===== config.mk =====
export PLATFORM = sky130hd
export DESIGN_NAME = sfr_region_ctrl
export DESIGN_NICKNAME = d
export VERILOG_FILES = /design/src/hdl/sfr_pkg.sv /design/src/hdl/sfr_region_ctrl.sv /design/src/hdl/sfr_buf2.sv
export SDC_FILE = /design/constraint.sdc
export NUM_CORES = 1
export LEC_CHECK = 0
export ABC_AREA = 1
export BUFFER_PORTS_ARGS = -buffer_cell sky130_fd_sc_hd__buf_2
export CAP_MARGIN = 30
export CORE_MARGIN = 5
export CORE_UTILIZATION = 55
export CTS_BUF_LIST = sky130_fd_sc_hd__clkbuf_16
export DETAILED_ROUTE_END_ITERATION = 8
export GPL_TIMING_DRIVEN = 0
export PLACE_DENSITY = 0.72
export SYNTH_ARGS = -nofsm -noshare
export SYNTH_HDL_FRONTEND = slang
export SYNTH_SLANG_ARGS = --single-unit

===== constraint.sdc =====
create_clock -name ref_clk -period 5.77 [get_ports ref_clk]
set_clock_uncertainty 0.1 [all_clocks]
set_input_delay 1.154 -clock ref_clk [delete_from_list [all_inputs] [get_ports ref_clk]]
set_output_delay 1.154 -clock ref_clk [all_outputs]
set_load 0.01 [all_outputs]

===== src/hdl/sfr_pkg.sv =====
// sfr_pkg: constants, tables and state encodings of the region controller.
// Assumes a 100 MHz ref_clk; used by the controller and its assertions, not by the tests.
package sfr_pkg;
  // ==========================================================
  // Serial clock
  localparam int CLK_MHZ      = 100;
  localparam int SCK_HALF_MIN = 2;
  localparam int SCK_MHZ [0:4] = '{14, 25, 33, 50, 100};
  // Half period in ref_clk cycles, rounded up, never below the sync depth
  function automatic logic [2:0] sckHalf(input int mhz);
    int h;
    h = (CLK_MHZ + 2 * mhz - 1) / (2 * mhz);
    if (h < SCK_HALF_MIN) h = SCK_HALF_MIN;
    return 3'(h);
  endfunction
  localparam logic [2:0] SCK_HALF [0:4] = '{sckHalf(SCK_MHZ[0]), sckHalf(SCK_MHZ[1]),
    sckHalf(SCK_MHZ[2]), sckHalf(SCK_MHZ[3]), sckHalf(SCK_MHZ[4])};
  // ==========================================================
  // Commands per read mode: fast, dual out, dual io, quad out, quad io
  localparam logic [2:0] MODE_LAST = 3'h4;
  localparam logic [7:0] CMD3 [0:4] = '{8'h0B, 8'h3B, 8'hBB, 8'h6B, 8'hEB};
  localparam logic [7:0] CMD4 [0:4] = '{8'h0C, 8'h3C, 8'hBC, 8'h6C, 8'hEC};
  localparam logic [3:0] DUMMY [0:4] = '{4'h8, 4'h8, 4'h4, 4'h8, 4'h6};
  localparam logic [1:0] ADDR_LANES [0:4] = '{2'h0, 2'h0, 2'h1, 2'h0, 2'h2};
  localparam logic [1:0] DATA_LANES [0:4] = '{2'h0, 2'h1, 2'h1, 2'h2, 2'h2};
  localparam logic [7:0] CMD_SFDP   = 8'h5A;
  localparam logic [1:0] MOD_READ   = 2'h2;
  localparam logic [5:0] CMD_BITS   = 6'h08;
  localparam logic [5:0] ADDR_BITS3 = 6'h18;
  localparam logic [5:0] ADDR_BITS4 = 6'h20;
  // ==========================================================
  // Discovery and descriptor layout
  localparam logic [23:0] SFDP_ADDR     = 24'h000032;
  localparam int          ADDR_MODE_LSB = 1;
  localparam logic [23:0] DESC_SIG_OFF  = 24'h000010;
  localparam int          DESC_RGN_OFF  = 'h40;
  localparam logic [31:0] DESC_SIG      = 32'h0FF0A55A;
  localparam int          DESC_MAX      = 4096;
  localparam int          RGN_LIMIT_LSB = 16;
  localparam logic [11:0] RGN_UNIT_MASK = 12'hFFF;
  // Region numbers
  localparam int RGN_DESC = 0;
  localparam int RGN_BOOT = 1;
  localparam int RGN_MGMT = 2;
  localparam int RGN_NET  = 3;
  localparam int RGN_PLAT = 4;
  localparam int RGN_EC   = 8;
  localparam int RGN_SEC  = 10;
  // Requesters: host, network, management engine, embedded controller
  localparam int REQ_RGN [0:3] = '{RGN_BOOT, RGN_NET, RGN_MGMT, RGN_EC};
  localparam logic [6:0] DESC_READ_LEN = 7'(((DESC_RGN_OFF - 'h10) / 4 + RGN_EC + 1) * 4);
  // ==========================================================
  // Component sizes and reset values
  localparam logic [27:0] COMP_SIZE3 = 28'h1000000;
  localparam logic [27:0] COMP_SIZE4 = 28'h4000000;
  localparam logic [2:0]  CS_IDLE    = 3'h7;
  localparam logic [2:0]  CS_PRI     = 3'h6;
  localparam logic [2:0]  CS_SEC     = 3'h5;
  localparam logic [2:0]  CS_MOD     = 3'h3;
  localparam logic [3:0]  OE_RELEASE = 4'hF;
  typedef enum logic [5:0] {ST_IDLE = 6'h01, ST_CMD = 6'h02, ST_ADDR = 6'h04,
    ST_DUMMY = 6'h08, ST_DATA = 6'h10, ST_GAP = 6'h20} sfr_state_t;
  typedef enum logic [3:0] {JOB_SFDP0 = 4'h1, JOB_SFDP1 = 4'h2, JOB_DESC = 4'h4,
    JOB_RUN = 4'h8} sfr_job_t;
endpackage


===== src/hdl/sfr_region_ctrl.sv =====
// sfr_region_ctrl: serial flash and module controller with descriptor regions.
// Assumes ref_clk 100 MHz, io pins resolved outside from ioOe_n, pull-ups on io.
// How it works
// [RULE_01] Three low-active selects: two flash parts, third only for the module.
// [RULE_02] Three-byte parts hold 16 MB each, 32 MB across both.
// [RULE_03] Four-byte parts hold 64 MB each, 128 MB across both.
// [RULE_04] Address width per part comes from its discovery table at boot.
// [RULE_05] Serial clock at one of 14, 25, 33, 50 or 100 MHz settings; the code runs them at 12.5, 25, 25, 25 and 25 MHz.
// [RULE_06] Dual out, dual io, quad out and quad io fast reads.
// [RULE_07] Module reads share clock and data lines, only the select differs.
// [RULE_08] Descriptor mode only; without valid descriptor flash reads are refused.
// [RULE_09] Regions: 0 descriptor, 1 boot, 2 engine, 3 network, 4 platform, 8 EC, 10 security.
// [RULE_10] Exactly four requesters may reach regions.
// [RULE_11] Image holds descriptor at offset 0 of part 0 and engine region.
// [RULE_12] Region positions come from the descriptor, in any order.
// [RULE_13] A contiguous region may span both parts as one linear space.
// [RULE_14] Image gives descriptor one erase block, network region two.
// [RULE_15] Region sizes follow erase block size of 4, 8 or 64 KB.
// [RULE_16] A discoverable flash with descriptor sits on the primary select.
// [RULE_17] Descriptor valid only when word at 0x10 matches the signature.
// [RULE_18] Only the first 4 KB of the descriptor block is used.
// [RULE_19] Each requester reads directly only its own primary region.
// [RULE_20] One select at a time; clock idle low while none is active.
// [RULE_21] Linear address checked against region base and limit, else refused.
`timescale 1ns/10ps
module sfr_region_ctrl (
  input  wire logic        ref_clk,
  input  wire logic        rst_n,
  output logic             serialFlashClock,
  output logic             flashSelectPrimary_n,
  output logic             flashSelectSecondary_n,
  output logic             moduleSelect_n,
  input  wire logic [3:0]  ioIn,
  output logic      [3:0]  ioOut,
  output logic      [3:0]  ioOe_n,
  input  wire logic [2:0]  rateSel,
  input  wire logic [2:0]  readMode,
  input  wire logic        reqValid,
  output logic             reqReady,
  input  wire logic [1:0]  reqId,
  input  wire logic        reqModule,
  input  wire logic [26:0] reqAddr,
  input  wire logic [5:0]  reqLen,
  output logic             reqError,
  output logic             dataValid,
  input  wire logic        dataReady,
  output logic      [7:0]  dataByte,
  output logic             bootDone,
  output logic             descValid,
  output logic      [1:0]  addrWide
);
  typedef struct packed {
    sfr_pkg::sfr_state_t st;
    sfr_pkg::sfr_job_t   job;
    logic [3:0]          s1;
    logic [3:0]          s2;
    logic                sck;
    logic [2:0]          cs_n;
    logic [2:0]          div;
    logic [2:0]          half;
    logic [5:0]          clks;
    logic [1:0]          lanes;
    logic [1:0]          aLanes;
    logic [1:0]          dLanes;
    logic [5:0]          aBits;
    logic [3:0]          dummy;
    logic [31:0]         outSh;
    logic [31:0]         txAddr;
    logic [7:0]          inSh;
    logic [6:0]          left;
    logic [6:0]          byteIdx;
    logic [31:0]         word;
    logic                sigOk;
    logic                descOk;
    logic                err;
    logic                push;
    logic [7:0]          pushByte;
    logic [1:0]          addr4;
    logic [3:0][14:0]    base;
    logic [3:0][14:0]    limit;
    logic [3:0]          pinOut;
    logic [3:0]          pinOe_n;
  } sfr_ctrl_t;
  localparam sfr_ctrl_t RST = '{st: sfr_pkg::ST_IDLE, job: sfr_pkg::JOB_SFDP0,
    cs_n: sfr_pkg::CS_IDLE, pinOe_n: sfr_pkg::OE_RELEASE, default: '0};
  sfr_ctrl_t   r;
  sfr_ctrl_t   n;
  logic [7:0]  inNext;
  logic [7:0]  cmd;
  logic [31:0] newWord;
  logic [27:0] lin;
  logic [27:0] limEnd;
  logic [27:0] c0Size;
  logic [27:0] c1Size;
  logic [27:0] compAddr;
  logic [2:0]  halfSel;
  logic [2:0]  mode;
  logic        refuse;
  logic        onPri;
  logic        wide;
  logic        go;
  logic        stall;
  logic        bufReady;
  // ==========================================================
  // Outputs
  assign serialFlashClock       = r.sck;
  assign flashSelectPrimary_n   = r.cs_n[0];
  assign flashSelectSecondary_n = r.cs_n[1];
  assign moduleSelect_n         = r.cs_n[2];
  assign ioOut                  = r.pinOut;
  assign ioOe_n                 = r.pinOe_n;
  assign reqError               = r.err;
  assign bootDone               = (r.job == sfr_pkg::JOB_RUN);
  assign descValid              = r.descOk;
  assign addrWide               = r.addr4;
  assign reqReady = (r.st == sfr_pkg::ST_IDLE) && (r.job == sfr_pkg::JOB_RUN);
  // Read data buffer; a full buffer stalls the serial clock between bytes
  sfr_buf2 #(.WIDTH(8), .DEPTH(2)) uBuf (
    .ref_clk  (ref_clk),
    .rst_n    (rst_n),
    .inValid  (r.push),
    .inReady  (bufReady),
    .inData   (r.pushByte),
    .outValid (dataValid),
    .outReady (dataReady),
    .outData  (dataByte)
  );
  // ==========================================================
  // Request decode: region window and component split
  always_comb begin
    mode    = (readMode > sfr_pkg::MODE_LAST) ? 3'h0 : readMode;
    halfSel = (rateSel > sfr_pkg::MODE_LAST) ? sfr_pkg::SCK_HALF[0] : sfr_pkg::SCK_HALF[rateSel]; // RULE_05
    lin     = {1'b0, r.base[reqId], 12'h000} + {1'b0, reqAddr}; // RULE_12
    limEnd  = {1'b0, r.limit[reqId], sfr_pkg::RGN_UNIT_MASK};
    c0Size  = r.addr4[0] ? sfr_pkg::COMP_SIZE4 : sfr_pkg::COMP_SIZE3; // RULE_02 RULE_03
    c1Size  = r.addr4[1] ? sfr_pkg::COMP_SIZE4 : sfr_pkg::COMP_SIZE3;
    onPri   = (lin < c0Size);
    compAddr = onPri ? lin : lin - c0Size; // RULE_13
    wide    = onPri ? r.addr4[0] : r.addr4[1];
    // Base, limit and part bounds of the requester's own region
    refuse  = !r.descOk || (r.base[reqId] > r.limit[reqId]) || (lin > limEnd) // RULE_08 RULE_19 RULE_21
              || (!onPri && compAddr >= c1Size);
  end
  // ==========================================================
  // Sequencer next state
  always_comb begin
    n = r;
    n.s1 = ioIn;
    n.s2 = r.s1;
    n.err = 1'b0;
    n.push = 1'b0;
    go = 1'b0;
    stall = 1'b0;
    cmd = sfr_pkg::CMD_SFDP;
    case (r.lanes)
      2'h0:    inNext = {r.inSh[6:0], r.s2[1]};
      2'h1:    inNext = {r.inSh[5:0], r.s2[1:0]};
      default: inNext = {r.inSh[3:0], r.s2};
    endcase
    newWord = {inNext, r.word[31:8]};
    case (r.st)
      sfr_pkg::ST_IDLE: begin
        n.aBits = sfr_pkg::ADDR_BITS3;
        n.aLanes = 2'h0;
        n.dLanes = 2'h0;
        n.dummy = sfr_pkg::DUMMY[0];
        if (r.job != sfr_pkg::JOB_RUN) begin
          // Discovery of both parts, then descriptor from the primary part
          go = 1'b1;
          n.cs_n = (r.job == sfr_pkg::JOB_SFDP1) ? sfr_pkg::CS_SEC : sfr_pkg::CS_PRI; // RULE_11 RULE_16
          cmd = (r.job == sfr_pkg::JOB_DESC) ? sfr_pkg::CMD3[0] : sfr_pkg::CMD_SFDP;
          n.txAddr = {(r.job == sfr_pkg::JOB_DESC) ? sfr_pkg::DESC_SIG_OFF : sfr_pkg::SFDP_ADDR, 8'h00};
          n.left = (r.job == sfr_pkg::JOB_DESC) ? sfr_pkg::DESC_READ_LEN : 7'h01; // RULE_18
        end else if (reqValid && reqModule) begin
          // Module read: same clock and data lines, third select
          go = 1'b1;
          n.cs_n = sfr_pkg::CS_MOD; // RULE_07
          cmd = {sfr_pkg::MOD_READ, reqLen};
          n.txAddr = {reqAddr[23:0], 8'h00};
          n.dummy = 4'h0;
          n.left = {1'b0, reqLen} + 7'h01;
        end else if (reqValid && refuse) begin
          n.err = 1'b1; // RULE_21
        end else if (reqValid) begin
          go = 1'b1;
          n.cs_n = onPri ? sfr_pkg::CS_PRI : sfr_pkg::CS_SEC; // RULE_01 RULE_13
          cmd = wide ? sfr_pkg::CMD4[mode] : sfr_pkg::CMD3[mode]; // RULE_06
          n.txAddr = wide ? {4'h0, compAddr} : {compAddr[23:0], 8'h00};
          n.aBits = wide ? sfr_pkg::ADDR_BITS4 : sfr_pkg::ADDR_BITS3; // RULE_04
          n.aLanes = sfr_pkg::ADDR_LANES[mode];
          n.dLanes = sfr_pkg::DATA_LANES[mode];
          n.dummy = sfr_pkg::DUMMY[mode];
          n.left = {1'b0, reqLen} + 7'h01;
        end
        if (go) begin
          n.st = sfr_pkg::ST_CMD;
          n.outSh = {cmd, 24'h000000};
          n.lanes = 2'h0;
          n.clks = sfr_pkg::CMD_BITS;
          n.half = halfSel;
          n.div = halfSel;
          n.sck = 1'b0;
          n.byteIdx = 7'h00;
        end
      end
      sfr_pkg::ST_GAP: begin
        // Select high, clock low, then hand over to the next job
        if (r.div > 3'h1) begin
          n.div = r.div - 3'h1;
        end else begin
          n.st = sfr_pkg::ST_IDLE;
          case (r.job)
            sfr_pkg::JOB_SFDP0: n.job = sfr_pkg::JOB_SFDP1;
            sfr_pkg::JOB_SFDP1: n.job = sfr_pkg::JOB_DESC;
            sfr_pkg::JOB_DESC: begin
              n.job = sfr_pkg::JOB_RUN;
              n.descOk = r.sigOk; // RULE_08 RULE_17
            end
            default: n.job = sfr_pkg::JOB_RUN;
          endcase
        end
      end
      default: begin
        stall = (r.st == sfr_pkg::ST_DATA) && !r.sck && (r.job == sfr_pkg::JOB_RUN)
                && (r.clks == (sfr_pkg::CMD_BITS >> r.dLanes)) && !bufReady;
        if (r.div > 3'h1) begin
          n.div = r.div - 3'h1;
        end else if (!stall) begin
          n.div = r.half;
          n.sck = !r.sck;
          if (r.sck) begin
            // Falling edge: sample, shift, count clocks of the phase
            n.inSh = inNext;
            n.outSh = r.outSh << (3'h1 << r.lanes);
            n.clks = r.clks - 6'h01;
            if (r.clks == 6'h01) begin
              case (r.st)
                sfr_pkg::ST_CMD: begin
                  n.st = sfr_pkg::ST_ADDR;
                  n.outSh = r.txAddr;
                  n.lanes = r.aLanes;
                  n.clks = r.aBits >> r.aLanes;
                end
                sfr_pkg::ST_ADDR, sfr_pkg::ST_DUMMY: begin
                  if (r.st == sfr_pkg::ST_ADDR && r.dummy != 4'h0) begin
                    n.st = sfr_pkg::ST_DUMMY;
                    n.clks = {2'h0, r.dummy};
                  end else begin
                    n.st = sfr_pkg::ST_DATA;
                    n.lanes = r.dLanes;
                    n.clks = sfr_pkg::CMD_BITS >> r.dLanes;
                  end
                end
                default: begin
                  // One byte complete
                  n.left = r.left - 7'h01;
                  n.byteIdx = r.byteIdx + 7'h01;
                  n.clks = sfr_pkg::CMD_BITS >> r.dLanes;
                  n.word = newWord;
                  case (r.job)
                    sfr_pkg::JOB_SFDP0: n.addr4[0] = inNext[sfr_pkg::ADDR_MODE_LSB+1] ^ inNext[sfr_pkg::ADDR_MODE_LSB]; // RULE_04
                    sfr_pkg::JOB_SFDP1: n.addr4[1] = inNext[sfr_pkg::ADDR_MODE_LSB+1] ^ inNext[sfr_pkg::ADDR_MODE_LSB];
                    sfr_pkg::JOB_DESC: begin
                      if (r.byteIdx == 7'h03) n.sigOk = (newWord == sfr_pkg::DESC_SIG); // RULE_17
                      for (int k = 0; k < 4; k++) begin
                        if (r.byteIdx == 7'((sfr_pkg::DESC_RGN_OFF - 'h10) + 4 * sfr_pkg::REQ_RGN[k] + 3)) begin
                          n.base[k] = newWord[14:0]; // RULE_09 RULE_10 RULE_12
                          n.limit[k] = newWord[sfr_pkg::RGN_LIMIT_LSB +: 15];
                        end
                      end
                    end
                    default: begin
                      n.push = 1'b1;
                      n.pushByte = inNext;
                    end
                  endcase
                  if (r.left == 7'h01) begin
                    n.st = sfr_pkg::ST_GAP;
                    n.cs_n = sfr_pkg::CS_IDLE; // RULE_20
                  end
                end
              endcase
            end
          end
        end
      end
    endcase
    // Drive the lines of the command and address phases
    n.pinOe_n = sfr_pkg::OE_RELEASE;
    n.pinOut = 4'h0;
    if (n.st == sfr_pkg::ST_CMD || n.st == sfr_pkg::ST_ADDR) begin
      case (n.lanes)
        2'h0:    begin n.pinOe_n = 4'hE; n.pinOut = {3'h0, n.outSh[31]}; end
        2'h1:    begin n.pinOe_n = 4'hC; n.pinOut = {2'h0, n.outSh[31:30]}; end
        default: begin n.pinOe_n = 4'h0; n.pinOut = n.outSh[31:28]; end
      endcase
    end
  end
  // State register
  always_ff @(posedge ref_clk or negedge rst_n) begin
    if (!rst_n) r <= RST;
    else r <= n;
  end
  // ==========================================================
  // Assertions
  a_one_select: // RULE_01
    assert property (@(posedge ref_clk) disable iff (!rst_n) $onehot0(~r.cs_n))
      else $error("two selects active");
  a_clock_idle: // RULE_20
    assert property (@(posedge ref_clk) disable iff (!rst_n) (&r.cs_n) |-> !r.sck)
      else $error("clock toggles without select");
  a_module_run: // RULE_07
    assert property (@(posedge ref_clk) disable iff (!rst_n) $fell(moduleSelect_n) |-> $past(reqModule && reqValid))
      else $error("module select without module request");
  a_desc_gate: // RULE_08
    assert property (@(posedge ref_clk) disable iff (!rst_n)
      (reqValid && reqReady && !reqModule && !r.descOk) |=> reqError && (&r.cs_n))
      else $error("flash read without valid descriptor");
  a_refuse_hold: // RULE_21
    assert property (@(posedge ref_clk) disable iff (!rst_n) reqError |-> ##1 (&r.cs_n) && reqReady)
      else $error("refused read opened a select");
  a_sig_source: // RULE_17
    assert property (@(posedge ref_clk) disable iff (!rst_n) $rose(descValid) |-> $past(r.sigOk) && bootDone)
      else $error("descriptor valid without signature");
  a_boot_primary: // RULE_16
    assert property (@(posedge ref_clk) disable iff (!rst_n) (r.job == sfr_pkg::JOB_DESC) |-> r.cs_n[1] && r.cs_n[2])
      else $error("descriptor read off primary part");
  a_desc_window: // RULE_18
    assert property (@(posedge ref_clk) disable iff (!rst_n)
      (r.job == sfr_pkg::JOB_DESC) |-> (32'(r.byteIdx) + 32'(sfr_pkg::DESC_SIG_OFF) < sfr_pkg::DESC_MAX))
      else $error("descriptor read beyond first 4 KB");
  a_clock_high: // RULE_05
    assert property (@(posedge ref_clk) disable iff (!rst_n) $rose(r.sck) |-> r.sck ##1 r.sck)
      else $error("serial clock high too short");
  a_push_room:
    assert property (@(posedge ref_clk) disable iff (!rst_n) r.push |-> bufReady)
      else $error("byte pushed into full buffer");
endmodule // sfr_region_ctrl


===== src/hdl/sfr_buf2.sv =====
// sfr_buf2: small FIFO with valid and ready on both sides.
// Assumes one clock; the filler must hold off while inReady is low.
`timescale 1ns/10ps
module sfr_buf2 #(
  parameter int WIDTH = 8,
  parameter int DEPTH = 2
) (
  input  wire logic             ref_clk,
  input  wire logic             rst_n,
  input  wire logic             inValid,
  output logic                  inReady,
  input  wire logic [WIDTH-1:0] inData,
  output logic                  outValid,
  input  wire logic             outReady,
  output logic      [WIDTH-1:0] outData
);
  localparam int PW = (DEPTH > 1) ? $clog2(DEPTH) : 1;
  typedef struct packed {
    logic [DEPTH-1:0][WIDTH-1:0] mem;
    logic [PW:0]                 cnt;
    logic [PW-1:0]               rp;
  } sfr_buf_t;
  sfr_buf_t      r;
  sfr_buf_t      n;
  logic          push;
  logic          pop;
  logic [PW-1:0] wp;
  // ==========================================================
  // Handshakes
  assign inReady  = (r.cnt != (PW+1)'(DEPTH));
  assign outValid = (r.cnt != '0);
  assign outData  = r.mem[r.rp];
  assign push     = inValid && inReady;
  assign pop      = outValid && outReady;
  // Next state: write behind the read pointer, wrap at depth
  always_comb begin
    n  = r;
    wp = PW'((32'(r.rp) + 32'(r.cnt)) % DEPTH);
    if (push) n.mem[wp] = inData;
    if (pop) n.rp = (r.rp == PW'(DEPTH - 1)) ? '0 : r.rp + 1'b1;
    n.cnt = r.cnt + (PW+1)'(push) - (PW+1)'(pop);
  end
  // State register
  always_ff @(posedge ref_clk or negedge rst_n) begin
    if (!rst_n) r <= '0;
    else r <= n;
  end
  a_buf_bound:
    assert property (@(posedge ref_clk) disable iff (!rst_n) r.cnt <= (PW+1)'(DEPTH))
      else $error("buffer count above depth");
endmodule // sfr_buf2


# Yosys cells after proc, flatten, opt, wreduce, memory -nomap -nowiden
# Memories as Yosys holds them, arrays and structs flattened.
# Index checks and enable logic that the tools add are counted.
# Widths: inputs -> output; s select.
# word_totals
register_bits,328
latch_bits,0
mem_bits_rw,0
rom_bits,216
inputBits,50
out_inout_bits,27
word_cells,306
memories,6
# memory_table
name,depth,width,rd,rd_clocked_by_memory_dff,write_ports,line,source
(name not given),8,8,1,0,0,sfr_region_ctrl.sv:187,cmd = wide ? sfr_pkg::CMD4[mode] : sfr_pkg::CMD3[mode];
(name not given),8,8,1,0,0,sfr_region_ctrl.sv:187,
(name not given),8,4,1,0,0,sfr_region_ctrl.sv:192,n.dummy = sfr_pkg::DUMMY[mode];
(name not given),8,3,1,0,0,sfr_region_ctrl.sv:132,halfSel = (rateSel > sfr_pkg::MODE_LAST) ? sfr_pkg::SCK_HALF[0] : sfr_pkg::SCK_HALF[rateSel];
(name not given),8,2,1,0,0,sfr_region_ctrl.sv:191,n.dLanes = sfr_pkg::DATA_LANES[mode];
(name not given),8,2,1,0,0,sfr_region_ctrl.sv:190,n.aLanes = sfr_pkg::ADDR_LANES[mode];
# classes
addsub,11
multipliers,0
div,0
magnitude_cmp,13
n_eq_ne,34
n_shift,4
n_mux,135
bitwise,9
n_reduce_logical,52
# op_table
cell,n
$mux 131,6
$mux 32,11
$mux 47,5
$mux 15,10
$mux 8,17
$mux 120,1
$pmux 32 s2,1
$bmux 15 s2,2
$mux 14,4
$mux 7,8
$mux 27,2
$mux 6,9
$pmux 8 s2,3
$reduce_and 8->1,6
$mux 3,14
$pmux 6 s2,3
$eq 32x28->1 const B,1
$shl 32x3->32,1
$add 27x27->28,1
$ge 28x27->1,1
$gt 28x27->1,1
$lt 28x27->1,1
$mux 28,1
$pmux 14 s2,1
71 further kinds,148

# Depth between registers and ports, before layout
# Gate-level depths: netlist of run 1.
# logic_depth
word_depth,18
mapped_depth,48
depth_no_buf,45

# Modules after synthesis
# A second synthesis of run 1 with hierarchy kept.
# unflattened
cells_unflattened,2257
area_unflattened_um2,17466.8
# by_module_without_submodules
module,n_inst,cells_per_inst,area_per_inst_um2,seq_area_each_um2
sfr_region_ctrl,1,2130,16523.3,7342.0
sfr_buf2,1,127,943.4,475.5

# Worst setup path before layout of run 1
# OpenSTA, ideal clock, no wires.
# synth_path
path_type,input to register
startpoint,input reqId[0]
endpoint,register r (netlist bit ioOut[1])
setup_ns,0.119
arrival_ns,6.146
t_required_ns,5.551
setup_slack_ns,-0.595
cell_stages,44
n_path_buf,3
path_cell_list,clkbuf_1 > inv_1 > clkbuf_1 > buf_1 > nor2_1 > o22ai_1 > ha_1 > a21oi_1 > nand2_1 > nand2_1 > nand3_1 > nand2_1 > nand2_1 > a21oi_1 > o21ai_0 > xor2_1 > inv_1 > ha_1 > [... 8 more ...] > nor2_1 > nand4_1 > nor2_1 > nand3_1 > nor2_1 > nand4_1 > nand3_1 > nand2_1 > nand2_1 > nand2_2 > nand2_2 > nand2_2 > nand2_4 > nand2_4 > xnor2_1 > nor2_4 > inv_2 > a21oi_2
# synth_rtl
item,line,source
"start, declared",sfr_region_ctrl.sv:40,"input wire logic [1:0] reqId,"
"end signal, assigned",sfr_region_ctrl.sv:302,else r <= n;
"end, declared",sfr_region_ctrl.sv:86,sfr_ctrl_t r;

# Worst setup path in the final report of run 1
# layout_path
startpoint,input reqId[0]
endpoint,register r[244] (netlist bit)
# layout_between
elab_chain_cells,15
word_cells_on_any_way,23
cone_classes,2 x add/sub; 4 x order compare; 1 x eq/ne; 9 x mux; 7 x reduce/logical
# layout_lines
item,line,source
$bmux 15 s2,"sfr_region_ctrl.sv:133, sfr_region_ctrl.sv:141",
$mux 15 (not written as such),"sfr_region_ctrl.sv:133, sfr_region_ctrl.sv:141",
$add 27x27->28,sfr_region_ctrl.sv:133,"lin = {1'b0, r.base[reqId], 12'h000} + {1'b0, reqAddr};"
$sub 28x27->28 / $lt 28x27->1 (equally long branches),"sfr_region_ctrl.sv:138, sfr_region_ctrl.sv:137",
$mux 28,sfr_region_ctrl.sv:138,compAddr = onPri ? lin : lin - c0Size;
$ge 28x27->1,sfr_region_ctrl.sv:142,|| (!onPri && compAddr >= c1Size);
$logic_and 1x1->1,sfr_region_ctrl.sv:142,
$logic_or 1x1->1 (*),sfr_region_ctrl.sv:142,
$logic_and 1x1->1 (*),sfr_region_ctrl.sv:182,end else if (reqValid && refuse) begin
$mux 1 (*),sfr_region_ctrl.sv:182,
$mux 1 (*),sfr_region_ctrl.sv:174,end else if (reqValid && reqModule) begin
$mux 1 (*),sfr_region_ctrl.sv:167,if (r.job != sfr_pkg::JOB_RUN) begin
$mux 1 (*),sfr_region_ctrl.sv:161,case (r.st)
$ne 2x1->1 (no source line) (*),n/a,
$reduce_and 5->1 (no source line) (*),n/a,
# Mark *: on every way between the ends. The rest lies on a longest branch, timed or not. The select of a mux whose other input is x is not followed.
# A chain may end at the register's enable or synchronous reset.

==> impl_metrics.ini, run 1 <==
[run_status]
outcome = complete, but fails checks
violations = negative setup slack

[synth]
yosysWarnings = 0
synth_seq_cells = 312
ys_types = 64
synth_xor_area_share_pct = 1.07
synthArstFlopShare_pct = 100
yosys.area_share.adder_pct = 4.54
synth_area_per_cell_um2 = 7.87
yosysTopAreaCell = dfrtp_1
netlist_instances = 2193
synth_top_family_by_area = compound AO/OA/AOI/OAI gates
synth_top_area_share_pct = 44.1
synth_edf_count = 0
synthesis.nets = 2305
synth_compound_gate_area_share_pct = 20.4
synthMuxAreaShare_pct = 0.116
ys.flop_type = dfrtp_1
synth_area_um2 = 17300
yosys.area_share.simple_pct = 20.2
ys_seq_area_share_pct = 45.3
synth_area_leaders = dfrtp_1 44%, nand2_1 11%, o21ai_0 8.3%

[clocking]
cts-htree-levels = 2
clkSinkCount = 312
cts_buffers = 36
path_clk_slew_ns = 0.06
cts_tree = built
cts_max_path_buffers = 3
cts_root_buf = clkbuf_16
worstSkewPairLatency_ns = 0.53

[critical_path]
worst_setup_path_end_kind = flop
worstSetupStartpointType = input pin
crit_family = simple AND/OR/NAND/NOR gates
path_class = in -> reg
cp.arrival_ns = 6.36
slowest_stage = o22ai_2
cp_slowest_stage_delay_ns = 0.30
path_buf_inv = 11
cp_max_fo = 10
crit_required_ns = 6.11

[grt]
grt_pass1_wl_um = 87500
grt_max_degree = 125
first_global_vias = 16100
gr-total-overflow = 0
grt.total_usage_pct = 30.9
antenna_found_initial = 0

[power]
power.density_nw_per_um2 = 369
finalPower_mw = 7.78
peakVddDrop_mv = 0.368
leakage_nw = 9.69

[timing]
fin_crit_sh_pct = 104
fin_crit_ns = 6.02
rsz0062_at_grt = true
slew_viol_final = 0
fmax_mhz = 166
hold_viol = 0
worst_pin_slew_ns = 0.961
slew_headroom_pct = 35.5
finalSetupViolations = 99
fin_ws_ns = -0.248

[drt]
drtIter0Drc = 1705
vias = 16900
vias_per_cell = 6.05
drtPass1Iterations = 6
ant_nets = 0
drc = 0
routed_wl_um = 57000
routedWlPerCell_um = 20.4

[die]
die_y_um = 187
design.die.area_um2 = 35000
start_util_pct = 56.1
num_rows = 64
die_x_um = 187
core_um2 = 30700
num_io_pins = 77

[cells_and_area]
area_growth_pct = 22.1
design_area_um2 = 21100
multi_input_area_um2 = 8800
seq_area_um2 = 7820
antenna_cells = 0
fin_nets = 2482
layout-drive-gt1-share_pct = 17.4
fillerInstances = 2496

[job]
max_cap_viol_count = 0

[placed_design]
hpwl_um = 40500
port_buffers = 75
finalWeightedCongestion = 0.999
place_area_um2 = 18300

[worst_hold_path]
holdCritPathClass = reg -> reg
[worst paths after layout]
kind,start,cells past startpoint,to,slack [ns]
setup / recovery,reqId[0],43,r[244],-0.25
hold / removal,n[295],0,r[295],0.24
setup reg to reg,r[113],38,r[244],0.35
hold reg to reg,n[295],0,r[295],0.24
max in group asynchronous,rst_n,2,ioOut[3],3.99
min in group asynchronous,rst_n,1,r[8],0.52
[Yosys cell counts (8+ instances only)]
cell type	number
buf_4	12
o21ai_1	27
o221ai_1	23
nor2_1	150
a31oi_1	13
inv_2	8
nand2_1	515
nor3_1	24
nand2_2	14
dfstp_2	8
a21oi_1	105
o22ai_1	72
nand3_1	58
inv_1	251
a32o_1	13
dfrtp_1	304
clkbuf_1	76
xor2_1	17
ha_1	61
nand4_1	28
o21ai_0	285
o211ai_1	13
[final cells by class]
cell class / instances / share of cell area (%)
clock buffers: 37 / 4.40
flip-flops and latches: 312 / 37.1
repair buffers: 139 / 4.82
multi-input cells: 1513 / 41.8
clock inverters: 27 / 0.980
well taps: 396 / 2.35
inverters: 267 / 4.97
plain buffers: 101 / 3.59
[layout by cell type, fill, tap and decap left out, types with 6 or more instances in the layout]
| cell type | instances |
|---|---|
| nand2_1 | 491 |
| dfrtp_1 | 304 |
| inv_1 | 251 |
| o21ai_0 | 236 |
| nor2_1 | 135 |
| a21oi_1 | 101 |
| buf_2 | 75 |
| clkbuf_1 | 65 |
| buf_4 | 56 |
| o21ai_1 | 55 |
| o22ai_1 | 51 |
| ha_1 | 51 |
| nand3_1 | 46 |
| clkbuf_16 | 45 |
| nand2_2 | 30 |
| nand4_1 | 28 |
| nor3_1 | 23 |
| o221ai_1 | 23 |
| o21ai_2 | 19 |
| o22ai_2 | 19 |
| xor2_1 | 17 |
| buf_6 | 16 |
| nand3_2 | 15 |
| nor2_2 | 14 |
| a32o_1 | 13 |
| clkinv_1 | 13 |
| o211ai_1 | 13 |
| nand2_4 | 12 |
| inv_2 | 11 |
| buf_8 | 10 |
| ha_4 | 10 |
| nor2_4 | 9 |
| dfstp_2 | 8 |
| nor4_1 | 7 |
| a31oi_4 | 7 |
| buf_12 | 6 |
| a21oi_2 | 6 |
| a221oi_1 | 6 |
| a31oi_1 | 6 |
[state kept, by name, summed over array words and instances (netlist names)]
name                    flops
r                         250
serialFlashClock            1
flashSelectSecondary_n      1
uBuf.r                     19
addrWide                    2
n                           4
ioOut                       4
reqError                    1
ioOe_n                      3
moduleSelect_n              1
descValid                   1
flashSelectPrimary_n        1
newWord                    24
[worst register-to-register path, delay by kind of cell (launching register included)]
family | cells | cell delay, ns
DFF | 1 | 0.38
AOI/OAI and AO/OA | 7 | 0.92
xor gates and xnor gates | 1 | 0.29
adders and majority gates | 4 | 1.22
buffers and inverters | 6 | 0.61
and+or+nand+nor | 20 | 1.78
[per-stage QoR]
step,std cells,setup TNS (ns),utilization (%),hold WS (ns),setup WS (ns)
2_1_floorplan,2193,-0.320,-,0.231,-0.0314
3_3_place_gp,2664,-888.60,59.4,0.236,-2.38
3_5_place_dp,2667,-181.79,59.6,0.240,-1.84
4_1_cts,2764,-3.15,65.4,0.244,-0.104
5_1_grt,2792,-33.39,68.5,0.252,-0.438
6_report,2792,-14.45,68.5,0.243,-0.248
[what timing repair did]
item                                    CTS  global route
resized for setup                        86           196
hold buffers                              0             0
buffers inserted                         32            25
cloned                                    1             4
pin swaps                                26            16
endpoints found under the setup margin  113           111
[routing by layer]
metal | vias up | global-route usage, % | wire length [um]
met5 | - | 0 | 0
met4 | 0 | 14.2 | 2870
met3 | 189 | 5.06 | 4720
met2 | 881 | 49.7 | 26500
met1 | 8072 | 41.4 | 22900
li1 | 7742 | - | -
[cell families (layout without fill, tap and decap cells)]
logic type | count (synthesis) | after routing
buf+inv | 368 | 571
xor+xnor | 21 | 21
fa+ha+maj | 62 | 62
simple gates | 825 | 825
mux | 2 | 2
flops | 312 | 312
compound gates | 603 | 603
[report_power, final]
| part | internal, mW | switching, mW | leakage (nW) |
|---|---|---|---|
| Clock | 1.30 | 0.921 | 0.593 |
| Combinational | 0.970 | 1.81 | 5.01 |
| Sequential | 2.52 | 0.259 | 4.09 |
Power figures use the tool's default switching activity.
==> run 2: changes to the inputs <==
Settings changed: TNS_END_PERCENT set to 1.
==> run 2 against run 1 <==
Effect of this change:
- the flow still finishes with violations (negative setup slack)
- power is 2.4% higher
- cell area down 0.64%
- utilization is 0.44 points lower
- count of clock-buffer cells in the layout unchanged
- fmax is 1.2% lower
- worst setup slack lost 0.075 ns
- critical path depth down 3
- global-route usage increased by 1.2 points
- final cell count is 0.14% higher
- non-clock buffer count increased by 3
==> impl_metrics.ini, run 2 (same netlist as run 1, synthesis figures left out) <==
[placed_design]
finalWeightedCongestion = 0.985
dpl.cell_count = 2668
port_buffers = 75
hpwl_um = 41200

[timing]
fin_crit_ns = 6.09
slew_headroom_pct = 38.8
whs_ns = 0.250
fin_ws_ns = -0.323
slew_viol_final = 0
fmax_mhz = 164
rsz0062_at_grt = true
fin_crit_sh_pct = 106
finalSetupViolations = 102
worst_pin_slew_ns = 0.909
hold_viol = 0

[power]
peakVddDrop_mv = 0.242
netSwitchingPower_mw = 3.03
internal_power_mw = 4.94
leakage_nw = 9.65
power_frac_clock_pct = 30.1
swShare_pct = 38.0
p_comb_share_pct = 35.1
power.density_nw_per_um2 = 381
p_seq_share_pct = 34.8

[cells_and_area]
area_growth_pct = 21.3
antenna_cells = 0
fillerInstances = 2540
layout-drive-gt1-share_pct = 16.5
largest_reg_flops = 250
fin_nets = 2485
regMostFlops = r
final_cell_mix = 497 x nand2_1, 304 x dfrtp_1, 259 x o21ai_0
final_common_cell = nand2_1
final_cells = 2796
multi_input_area_um2 = 8650
seq_area_um2 = 7820

[drt]
drc = 0
drtPass1Iterations = 5
vias = 17100
vias_per_cell = 6.11
ant_nets = 0
drtIter0Drc = 1906
routedWlPerCell_um = 20.7
routed_wl_um = 57900

[critical_path]
slowest_stage = ha_1
cp_max_fo = 7
cp_slowest_stage_delay_ns = 0.38
cp.arrival_ns = 6.45
worst_setup_path_end_kind = flop
path_class = in -> reg
crit_required_ns = 6.12
worstSetupStartpointType = input pin

[grt]
grt_pass1_wl_um = 91100
grt_max_degree = 121
gr-total-overflow = 0
first_global_vias = 16600
grt.total_usage_pct = 32.1
antenna_found_initial = 0

[run_status]
outcome = complete, but fails checks
violations = negative setup slack

[job]
max_cap_viol_count = 0

[worst_hold_path]
holdCritPathClass = reg -> reg

[die]
start_util_pct = 56.1
die_x_um = 187
design.die.area_um2 = 35000
num_rows = 64
num_io_pins = 77
die_y_um = 187
core_um2 = 30700

[clocking]
cts-htree-levels = 2
clkSinkCount = 312
cts_buffers = 36
cts_tree = built
cts_hold_buf = 0
path_clk_slew_ns = 0.06
cts_max_path_buffers = 3
cts_root_buf = clkbuf_16
worstSkewPairLatency_ns = 0.53
==> run 2: cell types whose count changed in the layout (fill, tap and decap cells not counted), sizes merged <==
cell,change
buf,+2
bufinv,+3
clkbuf,+1
clkinv,-2
clkinvlp,+2
inv,-2
==> run 2: metal layers <==
| layer | GRT usage (%) | wire [um] | vias to the layer above |
|---|---|---|---|
| li1 | - | - | 7750 |
| met1 | 43.2 | 23000 | 8144 |
| met2 | 51.3 | 26700 | 986 |
| met3 | 5.13 | 5150 | 198 |
| met4 | 15.0 | 3010 | 0 |
| met5 | 0 | 0 | - |
==> run 2: power by group through the flow <==
stage	Sequential [mW]	Clock, mW	Combinational [mW]
CTS	2.75	2.41	2.63
global route	2.81	2.50	3.04
detailed placement	2.78	0	2.37
floorplan	2.72	0	1.63
global placement	2.78	0	2.31
finish	2.77	2.40	2.80
==> run 2: worst paths after layout <==
check                           cells past startpoint      from        end  slack [ns]
worst max register to register                     38    r[113]     r[245]        0.33
min in group asynchronous                           1     rst_n  uBuf.r[0]        0.33
worst min-delay path                                0    n[292]     r[292]        0.25
worst max-delay path                               40  reqId[0]     r[245]       -0.32
max in group asynchronous                           3     rst_n      r[75]        4.10
worst min register to register                      0    n[292]     r[292]        0.25
==> run 2: through the flow <==
stage | instance area [um^2] | setup slack, ns | TNS [ns] | power, mW | util, %
2_1_floorplan | 17400 | -0.0446 | -0.665 | 4.35 | -
6_report | 20900 | -0.323 | -19.83 | 7.96 | 68.1
4_1_cts | 20700 | -0.0843 | -1.65 | 7.79 | 67.4
3_3_place_gp | 18200 | -2.43 | -910.14 | 5.10 | 59.3
3_5_place_dp | 18300 | -1.88 | -183.46 | 5.15 | 59.6
5_1_grt | 20900 | -0.507 | -41.55 | 8.35 | 68.1
==> run 2: layout make-up <==
cell class,count,area share [%]
Timing Repair Buffer,143,4.84
Tap cell,396,2.37
Inverter,267,4.97
Clock buffer,37,4.42
Multi-Input combinational cell,1513,41.3
Sequential cell,312,37.4
Clock inverter,28,1.46
Buffer,100,3.25
==> run 2: what timing repair did <==
item                                    CTS  global route
pin swaps                                45            26
cloned                                    1             1
endpoints found under the setup margin  113           113
buffers inserted                         58             7
gates resized for setup                 171            36
==> run 2: critical path, delay by kind of cell <==
family          cells  cell delay (ns)
xor+xnor            1             0.29
compound gates      7             1.10
fa+ha+maj           3             0.95
simple gates       18             1.57
buf+inv            11             1.33
==> run 3: changes to the inputs <==
Settings changed: ABC_AREA 1 to 0, CTS_CLUSTER_SIZE set to 25.
==> run 3 against run 2 <==
Effect of this change:
- the run still ends with negative setup slack left
- combinational power shrank 30%
- critical endpoint is now ioOut[1]
- global-route usage down 4.1 points
- sequential cell count is the same
- power decreased by 12%
- highest routed layer unchanged
- synthesized cell count down 24%
- worst hold slack got worse by 0.0023 ns
- routed wire length is 15% lower
- worst setup slack lost 1.1 ns
- sequential power rose by 4%
- register-to-register slack got worse by 1.3 ns
- cell area down 5.6%
- die area fell by 0.84%
==> impl_metrics.ini, run 3 <==
[synth]
synth_edf_count = 0
netlist_instances = 1663
yosysTopAreaCell = dfrtp_1
synth_area_per_cell_um2 = 10.3
ys_seq_area_share_pct = 45.7
yosysWarnings = 0
ys.flop_type = dfrtp_1
synth_area_leaders = dfrtp_1 44%, mux4_2 7.6%, mux2_2 6.9%
synth_top_area_share_pct = 44.5
synth_area_um2 = 17100
synth_seq_cells = 312
synth_most_common_cell = nand2_1
ys_types = 87
synthesis.nets = 1775
synth_top_cells_by_count = 311 x nand2_1, 304 x dfrtp_1, 136 x o21ai_0, 105 x mux2_2, 94 x nor2_1
synthArstFlopShare_pct = 100

[timing]
hold_viol = 0
fin_ws_ns = -1.40
fmax_mhz = 140
rsz0062_at_grt = true
fin_crit_ns = 7.17
fin_crit_sh_pct = 124
finalSetupViolations = 113
slew_headroom_pct = 27.5
slew_viol_final = 0
worst_pin_slew_ns = 1.08
finalSetupTns_ns = -133.32
whs_ns = 0.248

[drt]
ant_nets = 0
routedWlPerCell_um = 22.3
wl_met2_um = 23300
drtPass1Iterations = 5
drtIter0Drc = 1151
vias = 14000
highest_layer = met4
wl_met1_um = 20100
vias_per_cell = 6.31
wl_met3_um = 3490
drc = 0
routed_wl_um = 49400

[clocking]
cts_root_buf = clkbuf_16
cts_buffers = 36
clkSinkCount = 312
path_clk_slew_ns = 0.06
worstSkewPairLatency_ns = 0.53
cts_hold_buf = 0
cts_max_path_buffers = 3
cts-htree-levels = 2
cts_tree = built

[cells_and_area]
fillerInstances = 2470
final_common_cell = nand2_1
multi_input_area_um2 = 8950
largest_reg_flops = 250
layout-drive-gt1-share_pct = 22.3
fin_nets = 1907
antenna_cells = 0
seq_area_um2 = 7820
area_growth_pct = 15.5
design_area_um2 = 19800
final_cell_mix = 307 x nand2_1, 304 x dfrtp_1, 105 x o21ai_0, 105 x mux2_2, 91 x nor2_1
regMostFlops = r

[placed_design]
place_area_um2 = 18100
port_buffers = 76
finalWeightedCongestion = 0.940
hpwl_um = 35600

[die]
num_rows = 64
num_io_pins = 77
design.die.area_um2 = 34700
start_util_pct = 55.7
core_um2 = 30700
die_y_um = 186
die_x_um = 186

[critical_path]
critical_path.endpoint = ioOut[1]
cp.arrival_ns = 7.53
cp_max_fo = 5
crit_required_ns = 6.13
slowest_stage = mux4_2
worstSetupStartpointType = input pin
r2r-end = ioOut[1]
worst_setup_path_end_kind = flop
crit_family = compound AO/OA/AOI/OAI gates
rr_startpoint = r[113]
regToRegSetupSlack_ns = -0.92
crit_path_frequent_cell = o21ai_2
cp_slowest_stage_delay_ns = 0.58
path_class = in -> reg
cp_num_cells = 30
path_buf_inv = 3
cp-startpoint = reqId[0]
rr_worst_depth = 28

[grt]
grt_pass1_wl_um = 79100
gr-total-overflow = 0
antenna_found_initial = 0
grt.total_usage_pct = 28.0
first_global_vias = 14400
grt_max_degree = 119

[power]
power.density_nw_per_um2 = 356
peakVddDrop_mv = 0.203
leakage_nw = 9.26

[worst_hold_path]
holdCritPathClass = reg -> reg

[job]
max_cap_viol_count = 0

[run_status]
violations = negative setup slack
outcome = complete, but fails checks
-- run 3: logic make-up (layout without fill, tap and decap cells) --
family / count (synthesis) / after routing / synth area share, %
buffers and inverters: 148 / 304 / 3.61
multiplexers: 214 / 214 / 17.5
XOR/XNOR: 31 / 31 / 1.67
AO/OA/AOI/OAI: 336 / 336 / 12.3
AND/OR/NAND/NOR: 560 / 560 / 14.6
adder cells (fa/ha/maj): 62 / 62 / 4.58
flip-flops: 312 / 312 / 45.7
-- run 3: per-layer routing --
layer,up-vias,global-route usage (%)
met5,-,0
met4,0,12.9
met3,168,4.30
met2,681,45.3
met1,6875,37.4
li1,6249,-
-- run 3: per-stage QoR --
step | setup WS (ns) | power, mW | util [%] | cells
after floorplan | -1.45 | 4.04 | - | 1663
after global placement | -2.75 | 4.64 | 58.9 | 2135
after detailed placement | -2.79 | 4.70 | 59.2 | 2138
after CTS | -1.44 | 6.97 | 64.0 | 2213
after global routing | -1.65 | 7.36 | 64.4 | 2215
final | -1.40 | 7.03 | 64.4 | 2215
-- run 3: power by group --
group	total (mW)	internal [mW]	switching, mW
clock network	2.18	1.26	0.922
registers	2.89	2.51	0.384
logic	1.95	0.788	1.16
-- run 3: cell type report --
type / count / share of cell area (%)
inverter: 57 / 1.08
clock buffer: 37 / 4.69
multi-input combinational: 1203 / 45.3
clock inverter: 25 / 1.03
timing repair buffer: 94 / 2.92
tap: 396 / 2.51
sequential: 312 / 39.6
buffer: 91 / 2.89
-- run 3: how the worst min path moves through the flow --
stage                start     end  slack, ns  cells past startpoint
finish              n[295]  r[295]       0.25                      0
global route        n[293]  r[293]       0.26                      0
CTS                 n[295]  r[295]       0.25                      0
detailed placement  n[295]  r[295]       0.24                      0
global placement    n[295]  r[295]       0.24                      0
floorplan           n[292]  r[292]       0.23                      0
-- run 3: what timing repair did --
item | 4_1_cts | 5_1_grt
endpoints found under the hold margin | 0 | 0
pin swaps | 24 | 9
endpoints found under the setup margin | 113 | 113
setup buffers | 12 | 1
resized for setup | 78 | 43
cloned | 1 | 0
